[src/hw/ochsel_regs.svh]
`ifndef OCHSEL_REGS_SVH
`define OCHSEL_REGS_SVH

// ****************************************************************
// Frame commands
// ****************************************************************
`define CMD_OPS            4'h1
`define CMD_WR_ON_BITS     4'h2
`define CMD_WR_SRC_A       4'h3
`define CMD_WR_SRC_B       4'h4
`define CMD_WR_PAIRING     4'h5

// ****************************************************************
// Reset values and masks
// ****************************************************************
`define ON_BITS_RST        12'hC00
`define ON_BITS_TOP        12'hC00
`define SRC_A_RST          12'hAAA
`define SRC_B_RST          12'h0AA
`define SRC_B_MASK         12'h0FF
`define PAIRING_RST        12'h000
`define PAIRING_MASK       12'h0F7
`define OPS_RST            8'h00

// ****************************************************************
// Frame layout and timing
// ****************************************************************
`define FRAME_BITS         5'h10
`define FIRST_BYTE_BITS    5'h08
`define SYNC_STAGES        3

`endif

[src/hw/ochsel_pkg.sv]
package ochsel_pkg;

   typedef struct packed
   {
      logic [3:0]  cmd;
      logic [11:0] data;
   } frame_s;

   typedef struct packed
   {
      logic       cs_n;
      logic       sclk;
      logic       si;
      logic [9:0] pins;
   } pins_s;

   typedef enum logic [1:0]
   {
      ST_IDLE  = 2'b00,
      ST_SHIFT = 2'b01,
      ST_DONE  = 2'b11
   } link_state_e;

endpackage

[src/hw/ochsel_top.sv]
// Operation
// - Serial-mode channels 7-10 echo previous frame's on-bits in feedback byte.
// - Parallel-mode channels 7-10 echo input pin sampled at chip-select fall.
// - Feedback source chosen per channel, modes may mix in one byte.
// - On-bit register: twelve bits, low ten one per channel, 1 on, 0 off.
// - On-bit acts in every source field except 10.
// - On-bit register top two bits held at ones, never read back; reset value C00.
// - Field 0x: channel follows its on-bit alone.
// - Field 10: channel follows its direct drive pin.
// - Field 11: channel on only when on-bit and pin are both 1.
// - Bank A holds fields for channels 1-6, reset all to pin mode.
// - Bank B holds fields for channels 7-10, top four bits zero.
// - Paired channels are both driven by the lower channel's source.
// - Pairing bit 0 direct, 1 pairs with next channel; reset 0.
// - Response byte 1 from previous second byte; byte 2 from current first.
`timescale 1ns/1ps
`include "ochsel_regs.svh"

module ochsel_top
   import ochsel_pkg::*;
(
   input  wire logic       I_CLK,
   input  wire logic       I_SYS_RST,
   input  wire logic       I_CS_N,
   input  wire logic       I_SCLK,
   input  wire logic       I_SI,
   input  wire logic [9:0] I_DIRECT_DRIVE_PIN,
   output      logic       O_SO,
   output      logic       O_SO_OE,
   output      logic [9:0] O_CHANNEL_ON
);

   // ****************************************************************
   // Functions
   // ****************************************************************
   function automatic logic field_src(input logic [1:0] fld,
                                      input logic       on_bit,
                                      input logic       pin);
      logic r;
      r = on_bit;
      if (fld == 2'b10)
         r = pin;
      else if (fld == 2'b11)
         r = on_bit & pin;
      return r;
   endfunction

   function automatic logic [7:0] readback(input logic [3:0]  cmd,
                                           input logic [11:0] on_b,
                                           input logic [11:0] src_a,
                                           input logic [11:0] src_b,
                                           input logic [11:0] pair);
      logic [7:0] r;
      r = 8'h00;
      case (cmd)
         `CMD_WR_ON_BITS: r = on_b[7:0];
         `CMD_WR_SRC_A:   r = src_a[7:0];
         `CMD_WR_SRC_B:   r = src_b[7:0];
         `CMD_WR_PAIRING: r = pair[7:0];
         default:         r = 8'h00;
      endcase
      return r;
   endfunction

   // ****************************************************************
   // Input synchronisation
   // ****************************************************************
   pins_s       raw;
   pins_s       syn;

   assign raw = '{cs_n: I_CS_N, sclk: I_SCLK, si: I_SI,
                  pins: I_DIRECT_DRIVE_PIN};

   ochsel_sync
   #(
      .WIDTH (13),
      .INIT  (13'h1000)
   )
   u_sync
   (
      .i_clk    (I_CLK),
      .i_rst    (I_SYS_RST),
      .i_async  (raw),
      .o_stable (syn)
   );

   // ****************************************************************
   // Registers and link state
   // ****************************************************************
   link_state_e state_q;
   link_state_e state_d;
   logic        cs_n_q;
   logic        sclk_q;
   logic [15:0] rx_q;
   logic [4:0]  cnt_q;
   logic [7:0]  opf_q;
   logic [7:0]  rsp_lo_q;
   logic        so_q;
   logic [7:0]  ops_q;
   logic [11:0] on_bits_q;
   logic [11:0] src_a_q;
   logic [11:0] src_b_q;
   logic [11:0] pair_q;

   logic        cs_fall;
   logic        cs_rise;
   logic        sck_rise;
   logic        sck_fall;
   logic        frame_ok;
   logic        first_byte;
   logic [15:0] rx_next;
   frame_s      frm;
   logic [7:0]  opf_d;
   logic [15:0] tx_word;
   logic [3:0]  tx_idx;
   logic        in_frame;
   logic [7:0]  rb_byte;

   assign cs_fall    = cs_n_q & ~syn.cs_n;
   assign cs_rise    = ~cs_n_q & syn.cs_n;
   assign sck_rise   = ~syn.cs_n & ~sclk_q & syn.sclk;
   assign sck_fall   = ~syn.cs_n & sclk_q & ~syn.sclk;
   assign rx_next    = {rx_q[14:0], syn.si};
   assign first_byte = sck_rise && (cnt_q == `FIRST_BYTE_BITS - 5'h01);
   assign frame_ok   = cs_rise && in_frame &&
                       (cnt_q == `FRAME_BITS);
   assign frm        = frame_s'(rx_q);
   assign tx_word    = {opf_q, rsp_lo_q};
   assign tx_idx     = 4'hF - cnt_q[3:0];

   // ****************************************************************
   // Feedback byte, per channel choice
   // ****************************************************************
   always_comb
   begin
      opf_d = ops_q;
      for (int k = 0; k < 4; k++)
      begin
         if (ops_q[k])
            opf_d[4+k] = syn.pins[6+k];
         else
            opf_d[4+k] = ops_q[4+k];
      end
   end

   // ****************************************************************
   // Frame state machine
   // ****************************************************************
   always_comb
   begin
      state_d = state_q;
      case (state_q)
         ST_IDLE:
            if (cs_fall)
               state_d = ST_SHIFT;
         ST_SHIFT:
            if (cs_rise)
               state_d = ST_DONE;
         ST_DONE:
            state_d = ST_IDLE;
         default:
            state_d = ST_IDLE;
      endcase
   end

   always_ff @(posedge I_CLK or posedge I_SYS_RST)
   begin
      if (I_SYS_RST)
      begin
         state_q <= ST_IDLE;
         cs_n_q  <= 1'b1;
         sclk_q  <= 1'b0;
      end
      else
      begin
         state_q <= state_d;
         cs_n_q  <= syn.cs_n;
         sclk_q  <= syn.sclk;
      end
   end

   // ****************************************************************
   // Shift in, shift out
   // ****************************************************************
   always_ff @(posedge I_CLK or posedge I_SYS_RST)
   begin
      if (I_SYS_RST)
      begin
         rx_q     <= 16'h0000;
         cnt_q    <= 5'h00;
         opf_q    <= 8'h00;
         rsp_lo_q <= 8'h00;
         so_q     <= 1'b0;
      end
      else if (cs_fall)
      begin
         cnt_q    <= 5'h00;
         opf_q    <= opf_d;
         rsp_lo_q <= 8'h00;
         so_q     <= opf_d[7];
      end
      else if (sck_rise)
      begin
         rx_q  <= rx_next;
         if (cnt_q != 5'h1F)
            cnt_q <= cnt_q + 5'h01;
         if (first_byte)
            rsp_lo_q <= rb_byte;
      end
      else if (sck_fall && cnt_q < `FRAME_BITS)
      begin
         so_q <= tx_word[tx_idx];
      end
   end

   assign O_SO    = so_q;
   assign O_SO_OE = ~syn.cs_n;

   // ****************************************************************
   // Command decode
   // ****************************************************************
   logic        wr_ops;
   logic        wr_on_bits;
   logic        wr_src_a;
   logic        wr_src_b;
   logic        wr_pairing;
   logic [7:0]  ops_fields;

   assign in_frame   = (state_q == ST_SHIFT);
   assign wr_ops     = frame_ok && (frm.cmd == `CMD_OPS);
   assign wr_on_bits = frame_ok && (frm.cmd == `CMD_WR_ON_BITS);
   assign wr_src_a   = frame_ok && (frm.cmd == `CMD_WR_SRC_A);
   assign wr_src_b   = frame_ok && (frm.cmd == `CMD_WR_SRC_B);
   assign wr_pairing = frame_ok && (frm.cmd == `CMD_WR_PAIRING);
   assign ops_fields = {frm.data[3], 1'b0, frm.data[2], 1'b0,
                        frm.data[1], 1'b0, frm.data[0], 1'b0};
   assign rb_byte    = readback(rx_next[7:4], on_bits_q, src_a_q,
                                src_b_q, pair_q);

   // ****************************************************************
   // Register writes at frame end
   // ****************************************************************
   always_ff @(posedge I_CLK or posedge I_SYS_RST)
   begin
      if (I_SYS_RST)
      begin
         ops_q     <= `OPS_RST;
         on_bits_q <= `ON_BITS_RST;
         src_a_q   <= `SRC_A_RST;
         src_b_q   <= `SRC_B_RST;
         pair_q    <= `PAIRING_RST;
      end
      else
      begin
         if (wr_ops)
            ops_q <= frm.data[7:0];
         if (wr_on_bits)
            on_bits_q <= frm.data | `ON_BITS_TOP;
         else if (wr_ops)
            on_bits_q[9:6] <= frm.data[7:4];
         if (wr_src_a)
            src_a_q <= frm.data;
         if (wr_src_b)
            src_b_q <= frm.data & `SRC_B_MASK;
         else if (wr_ops)
            src_b_q[7:0] <= ops_fields;
         if (wr_pairing)
            pair_q <= frm.data & `PAIRING_MASK;
      end
   end

   // ****************************************************************
   // Channel command
   // ****************************************************************
   logic [19:0] fields;
   logic [9:0]  src;
   logic [9:0]  pair_into;
   logic [9:0]  drive;

   assign fields    = {src_b_q[7:0], src_a_q};
   assign pair_into = {pair_q[7], pair_q[6], pair_q[5], 1'b0, pair_q[4],
                       1'b0, pair_q[2], pair_q[1], pair_q[0], 1'b0};

   always_comb
   begin
      for (int i = 0; i < 10; i++)
         src[i] = field_src(fields[2*i +: 2], on_bits_q[i],
                            syn.pins[i]);
   end

   always_comb
   begin
      drive[0] = src[0];
      for (int i = 1; i < 10; i++)
         drive[i] = pair_into[i] ? drive[i-1] : src[i];
   end

   assign O_CHANNEL_ON = drive;

endmodule // ochsel_top

[src/hw/ochsel_sync.sv]
`timescale 1ns/1ps
`include "ochsel_regs.svh"

module ochsel_sync
#(
   parameter int          WIDTH = 13,
   parameter [WIDTH-1:0]  INIT  = '0
)
(
   input  wire logic             i_clk,
   input  wire logic             i_rst,
   input  wire logic [WIDTH-1:0] i_async,
   output      logic [WIDTH-1:0] o_stable
);

   // ****************************************************************
   // Three stages, change accepted when second and third agree
   // ****************************************************************
   logic [WIDTH-1:0] s1_q;
   logic [WIDTH-1:0] s2_q;
   logic [WIDTH-1:0] s3_q;
   logic [WIDTH-1:0] stable_q;
   logic [WIDTH-1:0] agree;
   logic [WIDTH-1:0] stable_d;

   assign agree    = ~(s2_q ^ s3_q);
   assign stable_d = (agree & s3_q) | (~agree & stable_q);
   assign o_stable = stable_q;

   always_ff @(posedge i_clk or posedge i_rst)
   begin
      if (i_rst)
      begin
         s1_q     <= INIT;
         s2_q     <= INIT;
         s3_q     <= INIT;
         stable_q <= INIT;
      end
      else
      begin
         s1_q     <= i_async;
         s2_q     <= s1_q;
         s3_q     <= s2_q;
         stable_q <= stable_d;
      end
   end

endmodule // ochsel_sync

[config.mk]
export PLATFORM = sky130hd
export DESIGN_NAME = ochsel_top
export DESIGN_NICKNAME = d
export VERILOG_FILES = /design/src/hw/ochsel_pkg.sv /design/src/hw/ochsel_top.sv /design/src/hw/ochsel_sync.sv
export VERILOG_INCLUDE_DIRS = /design/src /design/src/hw
export SDC_FILE = /design/constraint.sdc
export NUM_CORES = 1
export LEC_CHECK = 0
export BUFFER_PORTS_ARGS = -buffer_cell sky130_fd_sc_hd__buf_4
export CAP_MARGIN = 20
export CORE_ASPECT_RATIO = 1.75
export CORE_MARGIN = 3
export CORE_UTILIZATION = 43
export DETAILED_ROUTE_END_ITERATION = 16
export PLACE_DENSITY_LB_ADDON = 0.3
export SYNTH_ARGS = -nofsm -noshare
export SYNTH_HDL_FRONTEND = slang
export SYNTH_SLANG_ARGS = --single-unit
export TNS_END_PERCENT = 30
[constraint.sdc]
create_clock -name I_CLK -period 9.4 [get_ports I_CLK]
set_input_delay 1.88 -clock I_CLK [delete_from_list [all_inputs] [get_ports I_CLK]]
set_output_delay 1.88 -clock I_CLK [all_outputs]
set_load 0.05 [all_outputs]
# Word-level counts from Yosys, hierarchy flattened
# Index checks and enable logic that the tools add are counted.
# Widths: inputs -> output; s select.
# classes
n_addsub,2
n_lt_le_gt_ge,2
n_eq_ne,36
n_mux,50
bitwise_logic,27
reduce_logical,21
# op_table
cell,n
$eq 2x2->1 const B,20
$mux 8,5
$mux 1,35
$pmux 8 s4,1
$and 13x13->13,2
$not 13->13,2
$and 1x1->1,16
$eq 4x2->1 const B,4
$eq 4x3->1 const B,4
$mux 5,3
$or 13x13->13,1
$xor 13x13->13,1
$reduce_bool 2->1,6
$reduce_and 2->1,5
$logic_and 1x1->1,9
$mux 4,2
$ne 2x2->1 const B,3
$add 5x1->5 const B,1
$eq 5x3->1 const B,1
$eq 5x5->1 const B,1
$lt 4x5->1 const B,1
$lt 5x5->1 const B,1
$ne 5x5->1 const B,1
$not 1->1,5
7 further kinds,8
# totals
regBits,139

# Logic depth before layout (Yosys ltp)
# Gate-level depths: netlist of run 1.
# logic_depth
ltp_word,7
ltp_mapped,7

# Modules after synthesis
# A second synthesis of run 1 with hierarchy kept.
# hier_totals
cells_unflattened,437
hier_area_um2,5820.6
# modules_own_cells
module,n_inst,cells_per_inst,area_each_um2,seq_area_each_um2
ochsel_top,1,371,4364.2,2190.9
ochsel_sync,1,66,1456.4,1306.3

# Worst setup path before layout of run 1
# Ideal clock, no wire load.
# synth_timing
kind,reg-to-output
startpoint,register src_b_q[1]
endpoint,output port O_CHANNEL_ON[8]
arrival_time_ps,2242
t_required_ps,7520
path_slack_ps,5278
stages_incl_launch_ff,5
path_buffers,0
path_cell_list,dfstp_2 -> nor2b_1 -> a2bb2oi_1 -> a211o_1 -> and2_1
# synth_via
elab_chain_cells,5
# synth_rtl
item,line_no,rtl
"start, declared",ochsel_top.sv:102,logic [11:0] src_b_q;
"start signal, assigned",ochsel_top.sv:250,src_b_q <= `SRC_B_RST;
"start signal, assigned",ochsel_top.sv:264,src_b_q <= frm.data & `SRC_B_MASK;
"start signal, assigned",ochsel_top.sv:266,src_b_q[7:0] <= ops_fields;
$eq 2x2->1,ochsel_top.sv:43,else if (fld == 2'b11)
$mux 1,ochsel_top.sv:43,
$mux 1 (*),ochsel_top.sv:41,if (fld == 2'b10)
named net O_CHANNEL_ON[6],ochsel_top.sv:30,output logic [9:0] O_CHANNEL_ON
$mux 1 (*) (2 in series),ochsel_top.sv:295,drive[i] = pair_into[i] ? drive[i-1] : src[i];
"end, declared",ochsel_top.sv:30,
# The timed path passes the listed nets; every way through them passes the cells marked *.

# Worst setup path in the final report of run 1
# layout_timing
startpoint,register src_b_q[3]
endpoint,output port O_CHANNEL_ON[9]
# layout_via
elab_chain_cells,6
# layout_rtl
item,line_no
$eq 2x2->1,ochsel_top.sv:43
$mux 1,ochsel_top.sv:43
$mux 1 (*),ochsel_top.sv:41
$mux 1 (*) (3 in series),ochsel_top.sv:295
# Mark *: on every way between the ends. The rest lies on a longest branch, timed or not.

==> flow_metrics.tcl, run 1 <==
set metrics [dict create \
    yosys.area_share.xor_xnor_pct 0.6271 \
    grt_max_degree 77 \
    synth-main-ff-cell "dfrtp_1" \
    avgSynthCellArea_um2 12.99 \
    required_ps 7520 \
    wl_um 11960 \
    via_per_inst 5.622 \
    skew_ps 16.60 \
    drtAntennaViolNets 0 \
    netlist_instances 430 \
    antenna_cells 0 \
    cts-buffers-inserted 17 \
    clock_path_buffers 2 \
    status "finished, final reports clean" \
    netlist_top_cells_count "124 x dfrtp_1, 37 x mux2_2, 27 x o21ai_0" \
    num_vias 3598 \
    reg2reg_depth 4 \
    tns_ps 0 \
    finalCritPeriodShare_pct 40.74 \
    synth_edf_count 0 \
    netlist_area_um2 5587 \
    die_h_um 156.8 \
    crit_end "O_CHANNEL_ON[9]" \
    synth_top_area_share_pct 55.54 \
    ys_ff_latch 139 \
    synth_fa_ha_area_share_pct 2.777 \
    dp_hpwl_um 8341 \
    rows 54 \
    maxSlewViolCount 0 \
    ys_types 53 \
    post_cts_resized 0 \
    crit_buf_inv 1 \
    coreArea_um2 12570 \
    hold_buffers 0 \
    clock_sinks 139 \
    post-place-ws_ps 5998 \
    port_buffers 26 \
    synth_top_area_cell "dfrtp_1" \
    grt_overflow 0 \
    power_leakage_nw 2.930 \
    slowest_stage "dfstp_2" \
    critPathKind "reg -> out" \
    firstDrtPassIters 5 \
    clk_latency_ps 420 \
    synth_nets 447 \
    power.density_nw_per_um2 218.8 \
    synthMuxAreaShare_pct 10.41 \
    hold_viol 0 \
    max-vdd-ir-drop_v 0.0001398 \
    hold_path_class "reg -> reg" \
    setup_viol 0 \
    layout-drive-gt1-share_pct 25.42 \
    power.total_mw 1.417 \
    relSlewSlack_pct 25.19 \
    final.min_clock_period_ps 3830 \
    worst_slack_ps 5570 \
    area_growth_pct 15.90 \
    fin_util_pct 51.52 \
    worst_setup_path_end_kind "output port" \
    gp_congestion 0.9056 \
    critical_path.startpoint "src_b_q[3]$_DFFE_PP1P_" \
    synth_area_leaders "dfrtp_1 56%, mux2_2 7.5%, dfstp_2 7.1%, o21ai_0 2.4%, maj3_1 2.3%" \
    yosysSeqAreaShare_pct 62.60 \
    track_usage_pct 17.95 \
    r2r_start "cnt_q[0]$_DFFE_PP0P_" \
    cts_root_buf "clkbuf_16" \
    critPathMaxStageDelay_ps 560 \
    wl_per_cell_um 18.69 \
    drc 0 \
    synth_compound_gate_area_share_pct 10.59 \
    cp_cell_sequence "nand2b_1 > a221oi_1 > a211o_1 > a31o_2 > buf_4" \
    crit_fanout 4 \
    layout.nets 476 \
    grt_pass1_wl_um 19800 \
    start_kind "flop" \
    htreeDepth 4 \
    r2r-end "src_a_q[10]$_DFFE_PP0P_" \
    ios 27 \
    cts_tree "yes" \
    fmaxAchievable_mhz 261.1 \
    synthArstFlopShare_pct 100.0 \
    cp.depth 5 \
    min_path_cells 0 \
    synth_top_family_by_area "compound AO/OA/AOI/OAI gates" \
    post-cts-setup-buffer-count 0 \
    grt_pass1_vias 3788 \
    worstMarginPinSlew_ps 1120 \
    fp.dieW_um 92.17 \
    cpLargestDelayFamily "compound AO/OA/AOI/OAI gates" \
    yosys.area_share.simple_pct 9.944 \
    die_area_um2 14450 \
    cap_violations 0 \
    yosysMostFrequentCell "dfrtp_1" \
    path_clk_slew_ps 60 \
    initial_core_util_pct 44.45 \
    grt_setup_unrepaired "no" \
    drt_iter0_drc 317 \
    rrSetupSlack_ps 5970 \
    crit_arrival_ps 1950 \
    yosys_warnings 0 \
    antenna_found_initial 0 \
]
[cells by family after synthesis]
logic type	count (synthesis)
DFF	139
and+or+nand+nor	100
AOI/OAI and AO/OA	87
muxes	49
buffers and inverters	36
adders and majority gates	15
xor gates and xnor gates	4
[cells in the final DEF (no fill, tap or decap), types with 12 or more instances in the layout]
cell type and n:
a21oi_1 12, buf_4 28, clkbuf_16 17, dfrtp_1 124
dfstp_2 15, inv_1 17, maj3_1 13, mux2_2 37
nand2_1 19, nor2_1 19, o21ai_0 27
[per-stage QoR]
step                      hold slack, ps  cells  area (um2)
after global placement             333.6    608        5909
after detailed placement           336.2    608        5909
final                              345.8    640        6475
after floorplan                    331.2    430        5587
after global routing               348.8    640        6475
after CTS                          349.8    640        6475
[final cells by class]
class	count	area, um2
Clock buffer	18	439.2
Clock inverter	14	126.4
Fill cell	1124	6092
Inverter	18	72.57
Multi-Input combinational cell	255	1919
Sequential cell	139	3497
Tap cell	168	210.2
Timing Repair Buffer	28	210.2
[layer usage]
layer | track usage (%) | share of wire [%] | vias to the layer above
met3 | 3.656 | 4.3 | 27
li1 | - | - | 1615
met1 | 20.62 | 39 | 1837
met4 | 9.355 | 3.1 | 0
met2 | 31.42 | 54 | 119
met5 | 0 | 0 | -
[flip-flops by register name, indices dropped and copies added, names as in the netlist, named ones only]
name / count
sclk_q: 1
u_sync.s3_q: 13
ops_q: 8
on_bits_q: 10
state_q: 2
rsp_lo_q: 8
u_sync.s1_q: 13
u_sync.s2_q: 13
src_b_q: 8
O_SO: 1
cnt_q: 5
pair_q: 7
cs_n_q: 1
opf_q: 8
src_a_q: 12
frm: 16
[worst min path at each step]
stage	startpoint	to	slack (ps)
2_1_floorplan	u_sync.s1_q[0]$_DFF_PP0_	u_sync.s2_q[0]$_DFF_PP0_	330
3_3_place_gp	u_sync.s1_q[6]$_DFF_PP0_	u_sync.s2_q[6]$_DFF_PP0_	330
3_5_place_dp	u_sync.s1_q[2]$_DFF_PP0_	u_sync.s2_q[2]$_DFF_PP0_	340
4_1_cts	u_sync.s1_q[8]$_DFF_PP0_	u_sync.s2_q[8]$_DFF_PP0_	350
5_1_grt	u_sync.s1_q[8]$_DFF_PP0_	u_sync.s2_q[8]$_DFF_PP0_	350
6_report	u_sync.s1_q[8]$_DFF_PP0_	u_sync.s2_q[8]$_DFF_PP0_	350
[power by group]
group / internal (mW) / total, mW / switching [mW]
Clock: 0.355 / 0.628 / 0.273
Sequential: 0.636 / 0.690 / 0.0541
Combinational: 0.0438 / 0.0986 / 0.0548
(Power assumes the default switching activity.)
==> run 2, diff against run 1 <==
clock period = 3.7 ns   (was 9.4 ns; I/O delays follow)
==> flow_metrics.tcl, run 2 (synthesis results as in run 1) <==
set metrics [dict create \
    setup_viol 0 \
    multi_input_area_um2 1919 \
    grt_overflow 0 \
    num_vias 3570 \
    ff_latch_area_um2 3497 \
    largest_reg_flops 16 \
    crit_buf_inv 1 \
    grt_pass1_vias 3708 \
    finalCritPeriodShare_pct 74.18 \
    layout.nets 480 \
    via_per_inst 5.543 \
    maxSlewViolCount 0 \
    wl_per_cell_um 18.74 \
    max-vdd-ir-drop_v 0.0003445 \
    critPathMaxStageDelay_ps 570 \
    die_h_um 156.8 \
    antenna_cells 0 \
    grt_pass1_wl_um 19810 \
    cts_tree "yes" \
    gp_congestion 0.8890 \
    cp_cell_sequence "nor2b_1 > a2bb2oi_1 > a211o_1 > a31o_2 > buf_4" \
    n_fill_cell 1112 \
    post-cts-setup-buffer-count 0 \
    crit_fanout 4 \
    cts_root_buf "clkbuf_16" \
    antenna_found_initial 0 \
    tns_ps 0 \
    coreArea_um2 12570 \
    die_area_um2 14450 \
    hold_buffers 0 \
    post_cts_resized 0 \
    fmaxAchievable_mhz 364.4 \
    worst_setup_path_end_kind "output port" \
    worstMarginPinSlew_ps 888.7 \
    layout-drive-gt1-share_pct 26.05 \
    power.density_nw_per_um2 569.5 \
    area_growth_pct 17.31 \
    final_common_cell "dfrtp_1" \
    most-common-layout-cells "124 x dfrtp_1, 37 x mux2_2, 31 x buf_4" \
    clk_latency_ps 420 \
    htreeDepth 4 \
    wl_um 12070 \
    path_clk_slew_ps 60 \
    track_usage_pct 18.16 \
    port_buffers 26 \
    slowest_stage "dfstp_2" \
    cpLargestDelayFamily "compound AO/OA/AOI/OAI gates" \
    start_kind "flop" \
    ios 27 \
    required_ps 2960 \
    grt_max_degree 47 \
    cts-buffers-inserted 17 \
    crit_arrival_ps 2000 \
    relSlewSlack_pct 40.62 \
    drtAntennaViolNets 0 \
    clock_sinks 139 \
    status "finished, final reports clean" \
    cap_violations 0 \
    grt_setup_unrepaired "no" \
    critPathKind "reg -> out" \
    dp_hpwl_um 8585 \
    drt_iter0_drc 316 \
    rrSetupSlack_ps 1110 \
    clock_path_buffers 2 \
    hold_viol 0 \
    post-place-ws_ps 1197 \
    rows 54 \
    fp.dieW_um 92.17 \
    worst_slack_ps 955.5 \
    drc 0 \
    firstDrtPassIters 6 \
    skew_ps 8.914 \
    final.min_clock_period_ps 2745 \
    power_leakage_nw 2.973 \
    hold_path_class "reg -> reg" \
    initial_core_util_pct 44.45 \
]
[run 2: cell types whose count changed in the layout (fill, tap and decap cells not counted)]
| cell | before | now |
|---|---|---|
| inv_8 | 2 | 3 |
| inv_6 | 7 | 6 |
| clkinv_2 | 0 | 1 |
| clkinv_4 | 5 | 3 |
| clkbuf_8 | 1 | 0 |
| buf_12 | 0 | 1 |
| bufinv_16 | 0 | 2 |
| buf_4 | 28 | 31 |
[run 2: path summary, 6_finish.rpt]
check,from,end,cells after the start
setup reg to reg,cnt_q[0]$_DFFE_PP0P_,src_a_q[10]$_DFFE_PP0P_,5
min in group asynchronous,I_SYS_RST,u_sync.s1_q[6]$_DFF_PP0_,2
hold reg to reg,u_sync.s1_q[8]$_DFF_PP0_,u_sync.s2_q[8]$_DFF_PP0_,0
hold / removal,u_sync.s1_q[8]$_DFF_PP0_,u_sync.s2_q[8]$_DFF_PP0_,0
max in group asynchronous,I_SYS_RST,src_b_q[5]$_DFFE_PP1P_,3
setup / recovery,src_b_q[1]$_DFFE_PP1P_,O_CHANNEL_ON[9],5
[run 2: layout make-up]
type                    count  area share [%]
clock buffers              17           6.491
clock inverters            15           2.711
inverters                  18           1.088
multi-input cells         255           29.29
flip-flops and latches    139           53.36
well taps                 168           3.207
repair buffers             32           3.856
[run 2: report_power, final]
part	switching (mW)	total [mW]	leakage, nW	internal, mW
clock	0.706	1.73	0.299	1.02
combinational	0.136	0.251	0.918	0.115
sequential	0.140	1.76	1.76	1.62
total	0.982	3.73	2.97	2.75
[run 2: metrics by stage]
step                hold WS (ps)  cells  instance area [um2]  power, mW  util [%]
floorplan                  331.2    430                 5590      1.929         -
global placement           331.6    612                 5951      2.019     47.35
detailed placement         337.3    612                 5951      2.033     47.35
CTS                        350.0    644                 6554      3.763     52.15
global route               354.5    644                 6554      3.875     52.15
finish                     348.4    644                 6554      3.733     52.15
[run 2: routing by layer]
metal / wire length (um) / vias up / share of wire, % / global-route usage [%]
met4: 320 / 0 / 2.7 / 9.568
met3: 439 / 20 / 3.6 / 3.944
li1: - / 1618 / - / -
met1: 4640 / 1839 / 38 / 20.52
met2: 6668 / 93 / 55 / 31.94
met5: 0 / - / 0 / 0
